===== config.mk =====
export PLATFORM = sky130hd
export DESIGN_NAME = ipru_regs
export DESIGN_NICKNAME = d
export VERILOG_FILES = /design/src/rtl/ipru_pkg.sv /design/src/rtl/ipru_regs.sv
export VERILOG_INCLUDE_DIRS = /design/src /design/src/rtl
export SDC_FILE = /design/constraint.sdc
export NUM_CORES = 1
export LEC_CHECK = 0
export BUFFER_PORTS_ARGS = -buffer_cell sky130_fd_sc_hd__buf_2
export CAP_MARGIN = 30
export CORE_ASPECT_RATIO = 1.75
export CORE_MARGIN = 3
export CORE_UTILIZATION = 35
export CTS_CLUSTER_DIAMETER = 200
export DETAILED_ROUTE_END_ITERATION = 7
export PLACE_DENSITY_LB_ADDON = 0.12
export SLEW_MARGIN = 20
export SYNTH_ARGS = -nofsm -noshare
export SYNTH_HDL_FRONTEND = slang
export SYNTH_SLANG_ARGS = --single-unit
export TNS_END_PERCENT = 5

===== constraint.sdc =====
create_clock -name mclk_in -period 2.2 [get_ports mclk_in]
set_input_delay 0.33 -clock mclk_in [delete_from_list [all_inputs] [get_ports mclk_in]]
set_output_delay 0.33 -clock mclk_in [all_outputs]
set_load 0.01 [all_outputs]

===== src/rtl/ipru_params.svh =====
// Offsets, field positions, reset values and masks of the upper priority registers
`ifndef IPRU_PARAMS_SVH
`define IPRU_PARAMS_SVH

`define IPRU_ADDR_W 4
// Register indices on the plain register port
`define IPRU_OFF_PMP_OC8 4'h0
`define IPRU_OFF_I2C2 4'h1
`define IPRU_OFF_EXT_IRQ 4'h2
`define IPRU_OFF_RTC 4'h3
`define IPRU_OFF_CRC_UART 4'h4
`define IPRU_OFF_LOW_VOLT 4'h5
`define IPRU_OFF_CHARGE 4'h6
`define IPRU_OFF_UART3 4'h7
`define IPRU_OFF_U4_USB_I2C3 4'h8
`define IPRU_OFF_SPI3_U4 4'h9
`define IPRU_NUM_REGS 10

// Field positions (low bit of each 3-bit field)
`define IPRU_POS_HI 12
`define IPRU_POS_MH 8
`define IPRU_POS_ML 4
`define IPRU_POS_LO 0

// Every field resets to level 4
`define IPRU_PRIO_RESET 3'h4

// Implemented-bit masks per register
`define IPRU_MASK_PMP_OC8 16'h0077
`define IPRU_MASK_PMP_OC8_64 16'h0007
`define IPRU_MASK_I2C2 16'h0770
`define IPRU_MASK_EXT_IRQ 16'h0770
`define IPRU_MASK_RTC 16'h0700
`define IPRU_MASK_CRC_UART 16'h7770
`define IPRU_MASK_LOW_VOLT 16'h0007
`define IPRU_MASK_CHARGE 16'h0070
`define IPRU_MASK_UART3 16'h7770
`define IPRU_MASK_U4_USB_I2C3 16'h7777
`define IPRU_MASK_SPI3_U4 16'h7777

// Reset pattern of all four possible fields; masked per register
`define IPRU_RESET_ALL 16'h4444

`endif


===== src/rtl/ipru_pkg.sv =====
// Types shared by the upper priority register bank
package ipru_pkg;
    typedef logic [2:0] ipru_prio_t;

    typedef struct packed {
        logic [3:0] addr;
        logic [15:0] wdata;
        logic wr;
        logic rd;
    } ipru_bus_req_t;

    typedef struct packed {
        ipru_prio_t parallel_port_prio;
        ipru_prio_t out_compare8_prio;
        ipru_prio_t i2c2_master_prio;
        ipru_prio_t i2c2_slave_prio;
        ipru_prio_t ext_irq4_prio;
        ipru_prio_t ext_irq3_prio;
        ipru_prio_t clock_calendar_prio;
        ipru_prio_t crc_error_prio;
        ipru_prio_t uart2_error_prio;
        ipru_prio_t uart1_error_prio;
        ipru_prio_t low_voltage_prio;
        ipru_prio_t charge_time_prio;
        ipru_prio_t uart3_tx_prio;
        ipru_prio_t uart3_rx_prio;
        ipru_prio_t uart3_error_prio;
        ipru_prio_t uart4_error_prio;
        ipru_prio_t usb_otg_prio;
        ipru_prio_t i2c3_master_prio;
        ipru_prio_t i2c3_slave_prio;
        ipru_prio_t spi3_event_prio;
        ipru_prio_t spi3_fault_prio;
        ipru_prio_t uart4_tx_prio;
        ipru_prio_t uart4_rx_prio;
    } ipru_prio_bank_t;

    // 23 sources, one active bit each
    typedef logic [22:0] ipru_src_vec_t;
endpackage


===== src/rtl/ipru_regs.sv =====
// Upper interrupt priority register bank with per-source priority outputs
//
// Notes on behaviour
// Code 111 means level 7, highest
// Code 001 is level 1; linear between
// Code 000 disables the source entirely
// Non-field bits always read zero
// Fields reset to 100, stay read/write
// 64-pin variant drops parallel port field
// Reg 11: parallel port 6-4, OC8 2-0
// Reg 12: I2C2 master 10-8, slave 6-4
// Reg 13: ext irq4 10-8, irq3 6-4
// Reg 15: clock calendar in 10-8 only
// Reg 16: CRC 14-12, UART2/1 errors
// Reg 18: low voltage in 2-0 only
// Reg 19: charge time in 6-4 only
// Reg 20: UART3 tx, rx, error
// Reg 21: UART4 err, USB, I2C3 pair
// Reg 22: SPI3 event in 14-12
// Reg 22: SPI3 fault, UART4 tx/rx
// Every source starts at level 4
// Fields drive arbitration, next cycle effect
// Writes to unimplemented bits ignored
`timescale 1ns/1ps
`include "ipru_params.svh"

module ipru_regs #(
    parameter bit PINS_64 = 1'b0
) (
    // Clock and reset
    input wire logic mclk_in,
    input wire logic reset_in,
    // Register port
    input wire logic [3:0] addr_in,
    input wire logic [15:0] wdata_in,
    input wire logic wr_in,
    input wire logic rd_in,
    output logic [15:0] rdata_out,
    // Priorities to the arbiter
    output ipru_pkg::ipru_prio_bank_t prio_out,
    output ipru_pkg::ipru_src_vec_t src_active_out
);
    import ipru_pkg::*;

    localparam int NREG = `IPRU_NUM_REGS;

    // Implemented-bit mask per register index
    function automatic logic [15:0] reg_mask(input logic [3:0] idx);
        logic [15:0] m;
        m = 16'h0000;
        case (idx)
            // pmp field gone on 64-pin
            `IPRU_OFF_PMP_OC8: m = PINS_64 ? `IPRU_MASK_PMP_OC8_64 : `IPRU_MASK_PMP_OC8;
            // i2c2 layout
            `IPRU_OFF_I2C2: m = `IPRU_MASK_I2C2;
            // external irq layout
            `IPRU_OFF_EXT_IRQ: m = `IPRU_MASK_EXT_IRQ;
            // calendar only
            `IPRU_OFF_RTC: m = `IPRU_MASK_RTC;
            // crc and uart errors
            `IPRU_OFF_CRC_UART: m = `IPRU_MASK_CRC_UART;
            // low voltage only
            `IPRU_OFF_LOW_VOLT: m = `IPRU_MASK_LOW_VOLT;
            // charge time only
            `IPRU_OFF_CHARGE: m = `IPRU_MASK_CHARGE;
            // uart3 fields
            `IPRU_OFF_UART3: m = `IPRU_MASK_UART3;
            // four fields
            `IPRU_OFF_U4_USB_I2C3: m = `IPRU_MASK_U4_USB_I2C3;
            // spi3 and uart4
            `IPRU_OFF_SPI3_U4: m = `IPRU_MASK_SPI3_U4;
            default: m = 16'h0000;
        endcase
        return m;
    endfunction

    logic [15:0] regs [NREG];
    logic [15:0] next_regs [NREG];
    logic [15:0] rdata;
    logic [15:0] next_rdata;
    ipru_prio_bank_t prio;
    ipru_prio_bank_t next_prio;
    ipru_src_vec_t src_active;
    ipru_src_vec_t next_src_active;

    // Register writes
    generate
        for (genvar i = 0; i < NREG; i++) begin : g_reg
            always_comb begin
                next_regs[i] = regs[i];
                if (wr_in && addr_in == 4'(i)) begin
                    // masked write
                    next_regs[i] = wdata_in & reg_mask(4'(i));
                end
            end

            always_ff @(posedge mclk_in) begin
                if (reset_in) begin
                    // reset to level 4
                    regs[i] <= `IPRU_RESET_ALL & reg_mask(4'(i));
                end else begin
                    regs[i] <= next_regs[i];
                end
            end
        end
    endgenerate

    // Read data, one cycle after the strobe; unmapped reads zero
    always_comb begin
        next_rdata = 16'h0000;
        if (rd_in && addr_in < 4'(NREG)) begin
            // unimplemented bits zero
            next_rdata = regs[addr_in] & reg_mask(addr_in);
        end
    end

    always_ff @(posedge mclk_in) begin
        if (reset_in) begin
            rdata <= 16'h0000;
        end else begin
            rdata <= next_rdata;
        end
    end

    // Field extraction for the arbiter; uses next values so outputs follow regs
    always_comb begin
        // fields feed arbitration
        next_prio.parallel_port_prio = next_regs[`IPRU_OFF_PMP_OC8][`IPRU_POS_ML +: 3];
        next_prio.out_compare8_prio = next_regs[`IPRU_OFF_PMP_OC8][`IPRU_POS_LO +: 3];
        next_prio.i2c2_master_prio = next_regs[`IPRU_OFF_I2C2][`IPRU_POS_MH +: 3];
        next_prio.i2c2_slave_prio = next_regs[`IPRU_OFF_I2C2][`IPRU_POS_ML +: 3];
        next_prio.ext_irq4_prio = next_regs[`IPRU_OFF_EXT_IRQ][`IPRU_POS_MH +: 3];
        next_prio.ext_irq3_prio = next_regs[`IPRU_OFF_EXT_IRQ][`IPRU_POS_ML +: 3];
        next_prio.clock_calendar_prio = next_regs[`IPRU_OFF_RTC][`IPRU_POS_MH +: 3];
        next_prio.crc_error_prio = next_regs[`IPRU_OFF_CRC_UART][`IPRU_POS_HI +: 3];
        next_prio.uart2_error_prio = next_regs[`IPRU_OFF_CRC_UART][`IPRU_POS_MH +: 3];
        next_prio.uart1_error_prio = next_regs[`IPRU_OFF_CRC_UART][`IPRU_POS_ML +: 3];
        next_prio.low_voltage_prio = next_regs[`IPRU_OFF_LOW_VOLT][`IPRU_POS_LO +: 3];
        next_prio.charge_time_prio = next_regs[`IPRU_OFF_CHARGE][`IPRU_POS_ML +: 3];
        next_prio.uart3_tx_prio = next_regs[`IPRU_OFF_UART3][`IPRU_POS_HI +: 3];
        next_prio.uart3_rx_prio = next_regs[`IPRU_OFF_UART3][`IPRU_POS_MH +: 3];
        next_prio.uart3_error_prio = next_regs[`IPRU_OFF_UART3][`IPRU_POS_ML +: 3];
        next_prio.uart4_error_prio = next_regs[`IPRU_OFF_U4_USB_I2C3][`IPRU_POS_HI +: 3];
        next_prio.usb_otg_prio = next_regs[`IPRU_OFF_U4_USB_I2C3][`IPRU_POS_MH +: 3];
        next_prio.i2c3_master_prio = next_regs[`IPRU_OFF_U4_USB_I2C3][`IPRU_POS_ML +: 3];
        next_prio.i2c3_slave_prio = next_regs[`IPRU_OFF_U4_USB_I2C3][`IPRU_POS_LO +: 3];
        next_prio.spi3_event_prio = next_regs[`IPRU_OFF_SPI3_U4][`IPRU_POS_HI +: 3];
        next_prio.spi3_fault_prio = next_regs[`IPRU_OFF_SPI3_U4][`IPRU_POS_MH +: 3];
        next_prio.uart4_tx_prio = next_regs[`IPRU_OFF_SPI3_U4][`IPRU_POS_ML +: 3];
        next_prio.uart4_rx_prio = next_regs[`IPRU_OFF_SPI3_U4][`IPRU_POS_LO +: 3];
    end

    // A source with code 000 is withheld from arbitration
    generate
        for (genvar s = 0; s < 23; s++) begin : g_src
            always_comb begin
                // zero code disables
                next_src_active[s] = |next_prio[s*3 +: 3];
            end
        end
    endgenerate

    // Priorities are registered so the outputs come straight from flops and
    // match the register contents in the same cycle
    always_ff @(posedge mclk_in) begin
        if (reset_in) begin
            // code is the level itself
            prio <= {23{`IPRU_PRIO_RESET}} & {23{3'h7}} & (PINS_64 ?
                    {3'h0, {22{`IPRU_PRIO_RESET}}} : {23{`IPRU_PRIO_RESET}});
            src_active <= PINS_64 ? {1'b0, {22{1'b1}}} : {23{1'b1}};
        end else begin
            prio <= next_prio;
            src_active <= next_src_active;
        end
    end

    assign rdata_out = rdata;
    assign prio_out = prio;
    assign src_active_out = src_active;
endmodule


---- Word-level counts from Yosys, hierarchy flattened ----
Memories as Yosys holds them, arrays and structs flattened.
Cells that the tools add are included.
storage, ports and cells
  register bits ........................... 108
  RAM bits ................................ 160
  bits in read-only memories .............. 192
  input bits .............................. 24
  word-level logic and storage cells ...... 109
  memories ................................ 2
memory list
  memory           depth  bits a word  read ports  clocked after Yosys merged registers in  wr ports  RTL line         source
  (no name shown)  16     12           1           0                                        0         ipru_regs.sv:51  case (idx)
  regs             10     16           11          0                                        10        ipru_regs.sv:77  logic [15:0] regs [NREG];
cells by class
  order comparisons ....................... 1
  eq/ne operators ......................... 9
  mux-type cells .......................... 24
  bitwise operators ....................... 12
  reductions and logical operators ........ 36
operator list
  operator                                                                number
  16-bit 2-to-1 mux                                                       21
  3-bit OR reduction                                                      23
  16-bit bitwise AND                                                      1
  4-bit by 3-bit equality test with 1-bit output (second input constant)  4
  1-bit logical AND                                                       11
  1-bit OR                                                                10
  4-bit by 2-bit equality test with 1-bit output (second input constant)  2
  4-bit equality test (second input constant)                             2
  4-bit by 1-bit equality test with 1-bit output (second input constant)  1
  4-bit zero test                                                         1
  4-bit less-than comparator (second input constant)                      1
  1-bit 2-to-1 mux                                                        3
  2-bit OR reduction                                                      1
  1-bit NOT                                                               1

---- Depth between registers and ports, before layout ----
Gate-level depths: netlist (run 1).
  depth after elaboration ................. 4
  depth in mapped cells ................... 9
  gate-level depth less buffers ........... 6

---- Least setup slack after synthesis (run 1) ----
Ideal clock, no wire load.
  kind .................................... input to register
  start point ............................. in addr_in[0]
  end point ............................... reg rdata[10] (netlist: rdata_out[10])
  library setup time ...................... 0.070 ns
  arrival time ............................ 1.735 ns
  data required time ...................... 2.130 ns
  slack ................................... 0.395 ns
  stages on the path ...................... 7
  path buffers ............................ 2
  path through ............................ buf_2 > buf_4 > inv_1 > ha_1 > a211oi_1 > o211ai_1 > a21oi_1
between the ends
  longest elaborated chain between the ends .. 4
ends and longest elaborated chain
  element                                                          RTL line          source
  start: declaration                                               ipru_regs.sv:34   input wire logic [3:0] addr_in,
  branches (longest 4 deep; another with memory read 16 x 12 bit)  -
  end signal: assignment                                           ipru_regs.sv:121  rdata <= next_rdata;
  end: declaration                                                 ipru_regs.sv:79   logic [15:0] rdata;
Parallel ways; which one is timed is not known. The select of a mux whose other input is x is not followed.
A chain may end at the register's enable or synchronous reset.

---- Final worst setup path (run 1) ----
  start point ............................. in addr_in[1]
  end point ............................... reg src_active[0] (netlist: src_active_out[0])
between the ends
  longest elaborated chain between the ends .. 4
ends and longest elaborated chain
  element                 RTL line          source
  4-bit equality test     ipru_regs.sv:91   if (wr_in && addr_in == 4'(i)) begin
  1-bit logical AND       ipru_regs.sv:91
  16-bit 2-to-1 mux       ipru_regs.sv:91
  3-bit OR reduction      ipru_regs.sv:158  next_src_active[s] = |next_prio[s*3 +: 3];
  end signal: assignment  ipru_regs.sv:170  src_active <= PINS_64 ? {1'b0, {22{1'b1}}} : {23{1'b1}};
  end signal: assignment  ipru_regs.sv:173  src_active <= next_src_active;
  end: declaration        ipru_regs.sv:83   ipru_src_vec_t src_active;
No other way between the ends.

==> impl_metrics.yaml, run 1 <==
outcome:
  status: "finished clean"
sta:
  fmax_ghz: 0.648
  skew_ns: 0.00511
  whs_ns: 0.308
  maxSlewViolCount: 0
  slew_headroom: 0.413
  worstMarginPinSlew_ns: 0.880
  setup_violations: 0
  period_needed_ns: 1.54
  rsz0062_at_grt: "false"
  tns_ns: 0
  min_period_over_period: 0.702
  timing_hold_violations_final: 0
clocking:
  post_cts_resize_count: 0
  cts_max_path_buffers: 2
  cts_hold_buffers: 0
  clock-root-buffer: "clkbuf_16"
  path_clk_slew_ns: 0.07
  cts_setup_buffers: 0
  htree_num_levels: 3
  cts_buffers: 9
  cts_tree: "done"
  cts_sinks: 104
  clock_latency_ns: 0.34
critical_path:
  crit_type: "in -> reg"
  crit_arrival_ns: 1.77
  critPathCaptureType: "flip-flop"
  critPathLaunchType: "input port"
  crit_fanout: 16
  worstSetupStartpoint: "addr_in[1]"
  required_ns: 2.43
  r2r_start: "regs[1][6]$_SDFF_PP1_"
yosys:
  yosys.area.top_type_share: 0.451
  ys_warn_count: 0
  synthArstFlopShare: 0
  syn-mean-instance-area_um2: 8.34
  synth-main-ff-cell: "dfxtp_1"
  synth_area_leaders: "dfxtp_1, nand2_1, a21oi_1, nor4_1, o21bai_1"
  syn_inst: 554
  yosysSeqAreaShare: 0.451
  netlist_area_mm2: 0.00462
  synth_top_cell_by_area: "dfxtp_1"
  synth-edff-count: 0
  synth_cell_type_count: 38
  ys_ff_latch: 104
final_layout:
  n_antenna_cell: 0
  fin_nets: 680
  drive_gt1_frac: 0.255
  syn_to_final_growth_pct: 21.0
  fillerInstances: 1352
pwr:
  intPower_w: 0.00294
  pwr_density_cell_mw_per_mm2: 697
  finalPower_w: 0.00390
  p_seq_frac: 0.497
  power_frac_comb: 0.085
  p_leak_nw: 2.37
  irDropWorstVdd_mv: 0.443
  switching_share: 0.245
  pwr-share-clk: 0.419
  power.switching_w: 0.000955
detailed_routing:
  ant_nets: 0
  finalWirelength_mm: 14.3
  wl_per_cell_um: 17.4
  vias: 4230
  drtIter0Drc: 188
  drtPass1Iterations: 4
  vias_per_cell: 5.15
  drc: 0
die:
  dieArea_mm2: 0.0147
  start_util: 0.364
  ios: 132
  die_h_um: 158
  core_area_mm2: 0.0127
  die_w_um: 92.8
  core.rowCount: 54
global_routing:
  grt_antenna_before_repair: 0
  grt_max_degree: 93
  grt_pass1_vias: 4163
  track_usage: 0.195
  grt_pass1_wl_mm: 22.4
  gr-total-overflow: 0
hold_path:
  hold_start: "wdata_in[1]"
  hold_path_class: "in -> reg"
placement:
  gp_congestion: 0.858
  io_buffers: 123
  dpl.hpwl_mm: 10.5
flow_run:
  maxCapViolations: 0
layout by cell type, fill, tap and decap left out, types with 4 or more instances in the layout:
master	n
nand2_1	138
a311oi_1	5
nor2_1	32
a21oi_1	53
dfxtp_1	104
mux2i_1	12
and2_1	9
o21bai_1	24
buf_4	10
ha_1	7
nor4_1	29
a22oi_1	6
conb_1	4
nand3_1	4
nor2b_1	4
mux2_2	13
nand3b_1	21
buf_2	123
clkbuf_16	9
a22o_1	6
registers in the layout, indices dropped and copies added, names as in the netlist:
register,cells
regs,14
src_active_out,23
rdata_out,12
prio_out,55
through the flow:
step	worst slack (ns)	cells	util	area (um2)
3_3_place_gp	0.351	806	0.416	5280
5_1_grt	0.479	822	0.440	5590
2_1_floorplan	0.395	557	-	4630
4_1_cts	0.660	822	0.440	5590
6_report	0.656	822	0.440	5590
3_5_place_dp	0.299	806	0.416	5280
kinds of logic after synthesis:
logic type,count (synthesis),synth area share
buffers and inverters,56,0.0607
flip-flops,104,0.451
adder cells (fa/ha/maj),7,0.0190
AND/OR/NAND/NOR,249,0.252
AO/OA/AOI/OAI,112,0.159
multiplexers,25,0.0577
other,1,0.000812
worst max-delay path, stage by stage:
cell and delay [ns]:
buf_2 0.11, inv_1 0.21, ha_1 0.43, nand2_2 0.30, nor4_1 0.27, o21bai_1 0.11
Yosys cell counts (3+ instances only):
master,n
nand3_1,4
dfxtp_1,104
o211ai_1,3
a221o_1,3
o32ai_1,3
a21oi_1,53
a211o_1,3
o21bai_1,24
nand2_1,138
and3_1,3
nand3b_1,21
buf_4,8
and2_1,9
ha_1,7
mux2_2,13
nor2b_1,4
clkbuf_1,23
a22o_1,6
buf_2,20
a311oi_1,5
a22oi_1,6
mux2i_1,12
nor4_1,29
nor2_1,32
power by group through the flow:
stage	sequential [W]	clock (W)	combinational, W
floorplan	0.00199	0	0.000206
global placement	0.00198	0	0.000326
detailed placement	0.00198	0	0.000331
CTS	0.00194	0.00168	0.000332
global route	0.00194	0.00176	0.000361
finish	0.00194	0.00163	0.000330
area by class of cell:
type	instances	area [um2]	area share
timing repair buffer	134	711	0.127
clock buffer	10	239	0.0427
clock inverter	6	68.8	0.0123
sequential	104	2080	0.372
tap	168	210	0.0376
inverter	3	11.3	0.00201
multi-input combinational	397	2270	0.406
path summary, 6_finish.rpt:
path | cells past startpoint | slack, ns | endpoint
worst max-delay path | 6 | 0.66 | src_active_out[0]$_SDFF_PP1_
worst min-delay path | 3 | 0.31 | prio_out[64]$_SDFF_PP0_
worst max register to register | 4 | 0.95 | rdata_out[6]$_SDFF_PP0_
worst min register to register | 2 | 0.48 | prio_out[7]$_SDFF_PP0_
layer usage:
metal	wire length [um]	track usage	share of wire	vias up
li1	-	-	-	2087
met1	5940	0.233	0.41	1996
met2	7400	0.348	0.52	120
met3	625	0.0304	0.044	27
met4	346	0.0720	0.024	0
met5	0	0	0	-
No activity file was read; power rests on OpenSTA's default activity.
==> run 2, diff against run 1 <==
- ABC_AREA: not set -> 1
- clock period: 2.2 -> 1.5 ns (I/O delays scaled with it)
==> run 2 against run 1 <==
Hold slack worse by 0.12 ns. Flip-flop and latch count stayed put. Total power is 50% higher. Final cell count is 11% higher.
==> impl_metrics.yaml, run 2 <==
critical_path:
  cp_num_buf_inv: 4
  crit_end: "src_active_out[13]$_SDFF_PP1_"
  crit_type: "in -> reg"
  cp_top_family: "buffers and inverters"
  crit_fanout: 9
  critPathCaptureType: "flip-flop"
  slowest_stage: "ha_1"
  rr_endpoint: "rdata_out[8]$_SDFF_PP0_"
  worstPathCellList: "buf_2, clkinv_2, ha_1, nand2_1, nor2_2, buf_4, buf_4, nand2_1, nand3_1, nand3b_1"
  rrSetupSlack_ns: 0.57
  required_ns: 1.72
  crit_arrival_ns: 1.49
  r2r_start: "prio_out[6]$_SDFF_PP0_"
  worstSetupStartpoint: "addr_in[0]"
  cp.depth: 10
  cp_slowest_stage_delay_ns: 0.19
  critPathLaunchType: "input port"
  r2r_cells: 6
sta:
  timing_hold_violations_final: 0
  period_needed_ns: 1.27
  maxSlewViolCount: 0
  fmax_ghz: 0.787
  skew_ns: 0.00719
  rsz0062_at_grt: "false"
  tns_ns: 0
  min_period_over_period: 0.847
  setup_violations: 0
yosys:
  syn-mean-instance-area_um2: 7.28
  synth_area_leaders: "dfxtp_1, nand2_1, nand3_1, nor2_1, o21ai_0"
  synth_cell_type_count: 26
  syn_inst: 594
  synthArstFlopShare: 0
  yosysSeqAreaShare: 0.482
  ys_top_cells_by_count: "nand2_1, dfxtp_1, nor2_1"
  synth-edff-count: 0
  ys_warn_count: 0
  yosysMostFrequentCell: "nand2_1"
  synth_top_cell_by_area: "dfxtp_1"
  ys_ff_latch: 104
  yosys.area.top_type_share: 0.482
  synth-main-ff-cell: "dfxtp_1"
  netlist_area_mm2: 0.00432
die:
  core_area_mm2: 0.0121
  ios: 132
  core.rowCount: 53
  dieArea_mm2: 0.0138
  start_util: 0.358
  die_h_um: 153
  die_w_um: 90.0
final_layout:
  fin_nets: 777
  n_antenna_cell: 0
  regArea_mm2: 0.00208
  multi_input_area_mm2: 0.00191
  fillerInstances: 1329
  final_common_cell: "nand2_1"
  drive_gt1_frac: 0.262
  final_cell_mix: "nand2_1, buf_2, dfxtp_1, nor2_1, nand3_1"
  syn_to_final_growth_pct: 31.8
  largest_reg_flops: 55
clocking:
  cts_sinks: 104
  cts_buffers: 9
  cts_setup_buffers: 0
  path_clk_slew_ns: 0.07
  cts_hold_buffers: 0
  clock_latency_ns: 0.34
  post_cts_resize_count: 0
  cts_max_path_buffers: 2
  htree_num_levels: 3
  cts_tree: "done"
  clock-root-buffer: "clkbuf_16"
pwr:
  p_leak_nw: 2.68
  finalPower_w: 0.00585
  pwr_density_cell_mw_per_mm2: 1030
  irDropWorstVdd_mv: 0.516
detailed_routing:
  vias_per_cell: 4.77
  vias: 4371
  drc: 0
  finalWirelength_mm: 14.0
  wl_per_cell_um: 15.3
  drtPass1Iterations: 5
  drtIter0Drc: 236
  ant_nets: 0
placement:
  dpl.hpwl_mm: 11.1
  gp_congestion: 0.850
  io_buffers: 123
hold_path:
  hold_path_class: "in -> reg"
  hold_start: "wdata_in[2]"
global_routing:
  grt_pass1_wl_mm: 22.3
  track_usage: 0.206
  grt_pass1_vias: 4380
  grt_antenna_before_repair: 0
  grt_max_degree: 45
  gr-total-overflow: 0
flow_run:
  maxCapViolations: 0
outcome:
  status: "finished clean"
==> run 2: cell types whose count changed in the layout (fill, tap and decap cells not counted), sizes merged, moves of 12 or more <==
| cell | before | now |
|---|---|---|
| nor4 | 29 | 0 |
| nand2 | 140 | 156 |
| buf | 134 | 165 |
| a21oi | 53 | 13 |
| nand3 | 4 | 63 |
| o21ai | 2 | 67 |
| o21bai | 24 | 0 |
| nor2 | 32 | 75 |
| mux2i | 12 | 0 |
| inv | 3 | 49 |
| mux2 | 13 | 0 |
==> run 2: stage by stage <==
step | utilization | instance area, um2 | setup slack [ns] | hold WS (ns) | std cells
floorplan | - | 4350 | -0.0143 | 0.351 | 597
global placement | 0.446 | 5380 | -0.0855 | 0.502 | 900
detailed placement | 0.446 | 5380 | -0.125 | 0.507 | 900
CTS | 0.472 | 5700 | 0.238 | 0.177 | 916
global route | 0.472 | 5700 | 0.114 | 0.196 | 916
finish | 0.472 | 5700 | 0.230 | 0.187 | 916
==> run 2: layout make-up <==
class | instances | share of cell area
timing repair buffer | 165 | 0.172
sequential | 104 | 0.365
tap | 165 | 0.0362
multi-input combinational | 413 | 0.335
clock buffer | 12 | 0.0468
inverter | 53 | 0.0351
clock inverter | 4 | 0.00900
==> run 2: logic make-up (layout without fill, tap and decap cells) <==
group / count (synthesis) / in the layout / share of synthesized area
flops: 104 / 104 / 0.482
other cells: 1 / 4 / 0.000867
fa+ha+maj: 7 / 7 / 0.0203
simple gates: 318 / 318 / 0.319
buf+inv: 80 / 234 / 0.0790
compound gates: 84 / 84 / 0.0990
==> run 2: power breakdown <==
part           internal, W  total [W]  switching [W]
registers          0.00282    0.00285      0.0000366
logic             0.000201   0.000562       0.000361
clock network      0.00143    0.00243        0.00100
total              0.00445    0.00585        0.00140
==> run 2: how the worst min path moves through the flow <==
stage | end | slack [ns] | cells after the start
global placement | prio_out[11]$_SDFF_PP1_ | 0.50 | 2
CTS | regs[0][2]$_SDFF_PP1_ | 0.18 | 3
global route | prio_out[38]$_SDFF_PP1_ | 0.20 | 3
finish | regs[0][2]$_SDFF_PP1_ | 0.19 | 3
floorplan | prio_out[62]$_SDFF_PP1_ | 0.35 | 2
detailed placement | regs[9][2]$_SDFF_PP1_ | 0.51 | 2
==> run 2: per-layer routing <==
layer,vias up,GRT usage,part of all wire
met3,15,0.0359,0.047
li1,2198,-,-
met5,-,0,0
met4,0,0.0906,0.020
met1,2038,0.220,0.39
met2,120,0.390,0.54
==> run 2: worst min-delay path: cells and delay by family <==
| family | cells | cell delay (ns) |
|---|---|---|
| and+or+nand+nor | 2 | 0.14 |
| buffers and inverters | 1 | 0.13 |
==> run 3, diff against run 2 <==
- clock period: 1.5 -> 1.3 ns (I/O delays scaled with it)
==> run 3 against run 2 <==
Sequential power rose by 15%. Core utilization rose by 0.35 points. Final area rose by 0.75%. Register-to-register slack got worse by 0.23 ns. Largest cell class unchanged.
==> impl_metrics.yaml, run 3 (synthesized netlist as in run 2, its figures left out) <==
clocking:
  cts_max_path_buffers: 2
  clock_latency_ns: 0.35
  cts_sinks: 104
  htree_num_levels: 3
  path_clk_slew_ns: 0.07
  cts_tree: "done"
  cts_buffers: 9
  clock-root-buffer: "clkbuf_16"
  cts_setup_buffers: 0
final_layout:
  final_common_cell: "nand2_1"
  final_util: 0.476
  stdcell_area_mm2: 0.00574
  largest_reg_flops: 55
  n_antenna_cell: 0
  fillerInstances: 1300
  fin_nets: 784
  final_cell_mix: "nand2_1, buf_2, dfxtp_1, nor2_1, nand3_1"
  syn_to_final_growth_pct: 32.8
  drive_gt1_frac: 0.273
hold_path:
  min_path_cells: 3
  hold_path_class: "in -> reg"
  hold_start: "wdata_in[2]"
  whs_endpoint: "regs[0][2]$_SDFF_PP1_"
global_routing:
  grt_antenna_before_repair: 0
  gr-total-overflow: 0
  track_usage: 0.209
  grt_pass1_vias: 4408
  grt_max_degree: 45
  grt_pass1_wl_mm: 22.8
detailed_routing:
  drtPass1Iterations: 4
  drtIter0Drc: 228
  wl_per_cell_um: 15.5
  vias: 4446
  finalWirelength_mm: 14.3
  vias_per_cell: 4.82
  ant_nets: 0
  drc: 0
pwr:
  pwr_density_cell_mw_per_mm2: 1170
  finalPower_w: 0.00673
  p_leak_nw: 2.71
  irDropWorstVdd_mv: 0.647
die:
  core.rowCount: 53
  start_util: 0.358
  die_w_um: 90.0
  ios: 132
  core_area_mm2: 0.0121
  die_h_um: 153
  dieArea_mm2: 0.0138
placement:
  gp_congestion: 0.860
  dp_slack_ns: -0.256
  io_buffers: 123
  dpl.hpwl_mm: 11.3
  postPlaceCellArea_mm2: 0.00543
sta:
  whs_ns: 0.142
  finalWorstSetupSlack_ns: 0.117
  min_period_over_period: 0.910
  period_needed_ns: 1.18
  skew_ns: 0.00870
  maxSlewViolCount: 0
  timing_hold_violations_final: 0
  setup_violations: 0
  rsz0062_at_grt: "false"
  fmax_ghz: 0.845
critical_path:
  r2r_start: "regs[8][6]$_SDFF_PP1_"
  crit_fanout: 9
  required_ns: 1.53
  critPathLaunchType: "input port"
  r2r_cells: 6
  rr_endpoint: "rdata_out[6]$_SDFF_PP0_"
  critPathCaptureType: "flip-flop"
  worstSetupStartpoint: "addr_in[1]"
  rrSetupSlack_ns: 0.34
  crit_arrival_ns: 1.41
  crit_type: "in -> reg"
flow_run:
  maxCapViolations: 0
outcome:
  status: "finished clean"
run 3: worst max-delay path, stage by stage:
cell and delay [ns]:
buf_2 0.14, inv_4 0.07, ha_1 0.15, nand2_2 0.12, nor2_4 0.26, buf_4 0.19, nand2_1 0.05, o21ai_1 0.13
nand3_1 0.10
run 3: per-layer routing:
layer / vias up / GRT usage / share of wire
met2: 128 / 0.394 / 0.53
met1: 2084 / 0.231 / 0.39
met4: 0 / 0.0752 / 0.023
met3: 23 / 0.0345 / 0.048
met5: - / 0 / 0
li1: 2211 / - / -
run 3: power by group:
part / internal, W / switching, W
Sequential: 0.00325 / 0.0000420
Clock: 0.00152 / 0.00125
Combinational: 0.000246 / 0.000428
run 3: how the worst max path moves through the flow:
stage / end / cells past startpoint
global route: rdata_out[13]$_SDFF_PP0_ / 10
CTS: src_active_out[15]$_SDFF_PP1_ / 8
global placement: src_active_out[15]$_SDFF_PP1_ / 8
finish: src_active_out[6]$_SDFF_PP1_ / 9
detailed placement: src_active_out[15]$_SDFF_PP1_ / 8
floorplan: src_active_out[1]$_SDFF_PP1_ / 9
run 3: final cells by class:
class / instances / area (um2) / share of cell area
inverter: 53 / 206 / 0.0360
clock inverter: 7 / 78.8 / 0.0137
sequential: 104 / 2080 / 0.363
tap: 165 / 206 / 0.0360
timing repair buffer: 172 / 1010 / 0.176
multi-input combinational: 413 / 1930 / 0.337
clock buffer: 9 / 225 / 0.0392
run 3: per-stage QoR:
| stage | setup TNS [ns] | std cells |
|---|---|---|
| final | 0 | 923 |
| after global placement | -7.87 | 907 |
| after CTS | 0 | 923 |
| after floorplan | -0.322 | 597 |
| after global routing | 0 | 923 |
| after detailed placement | -10.30 | 907 |
run 3: repair_timing:
item,CTS,global route
setup endpoints to repair,0,1
endpoints found under the hold margin,0,0
gates resized for setup,0,1
hold buffers,0,0
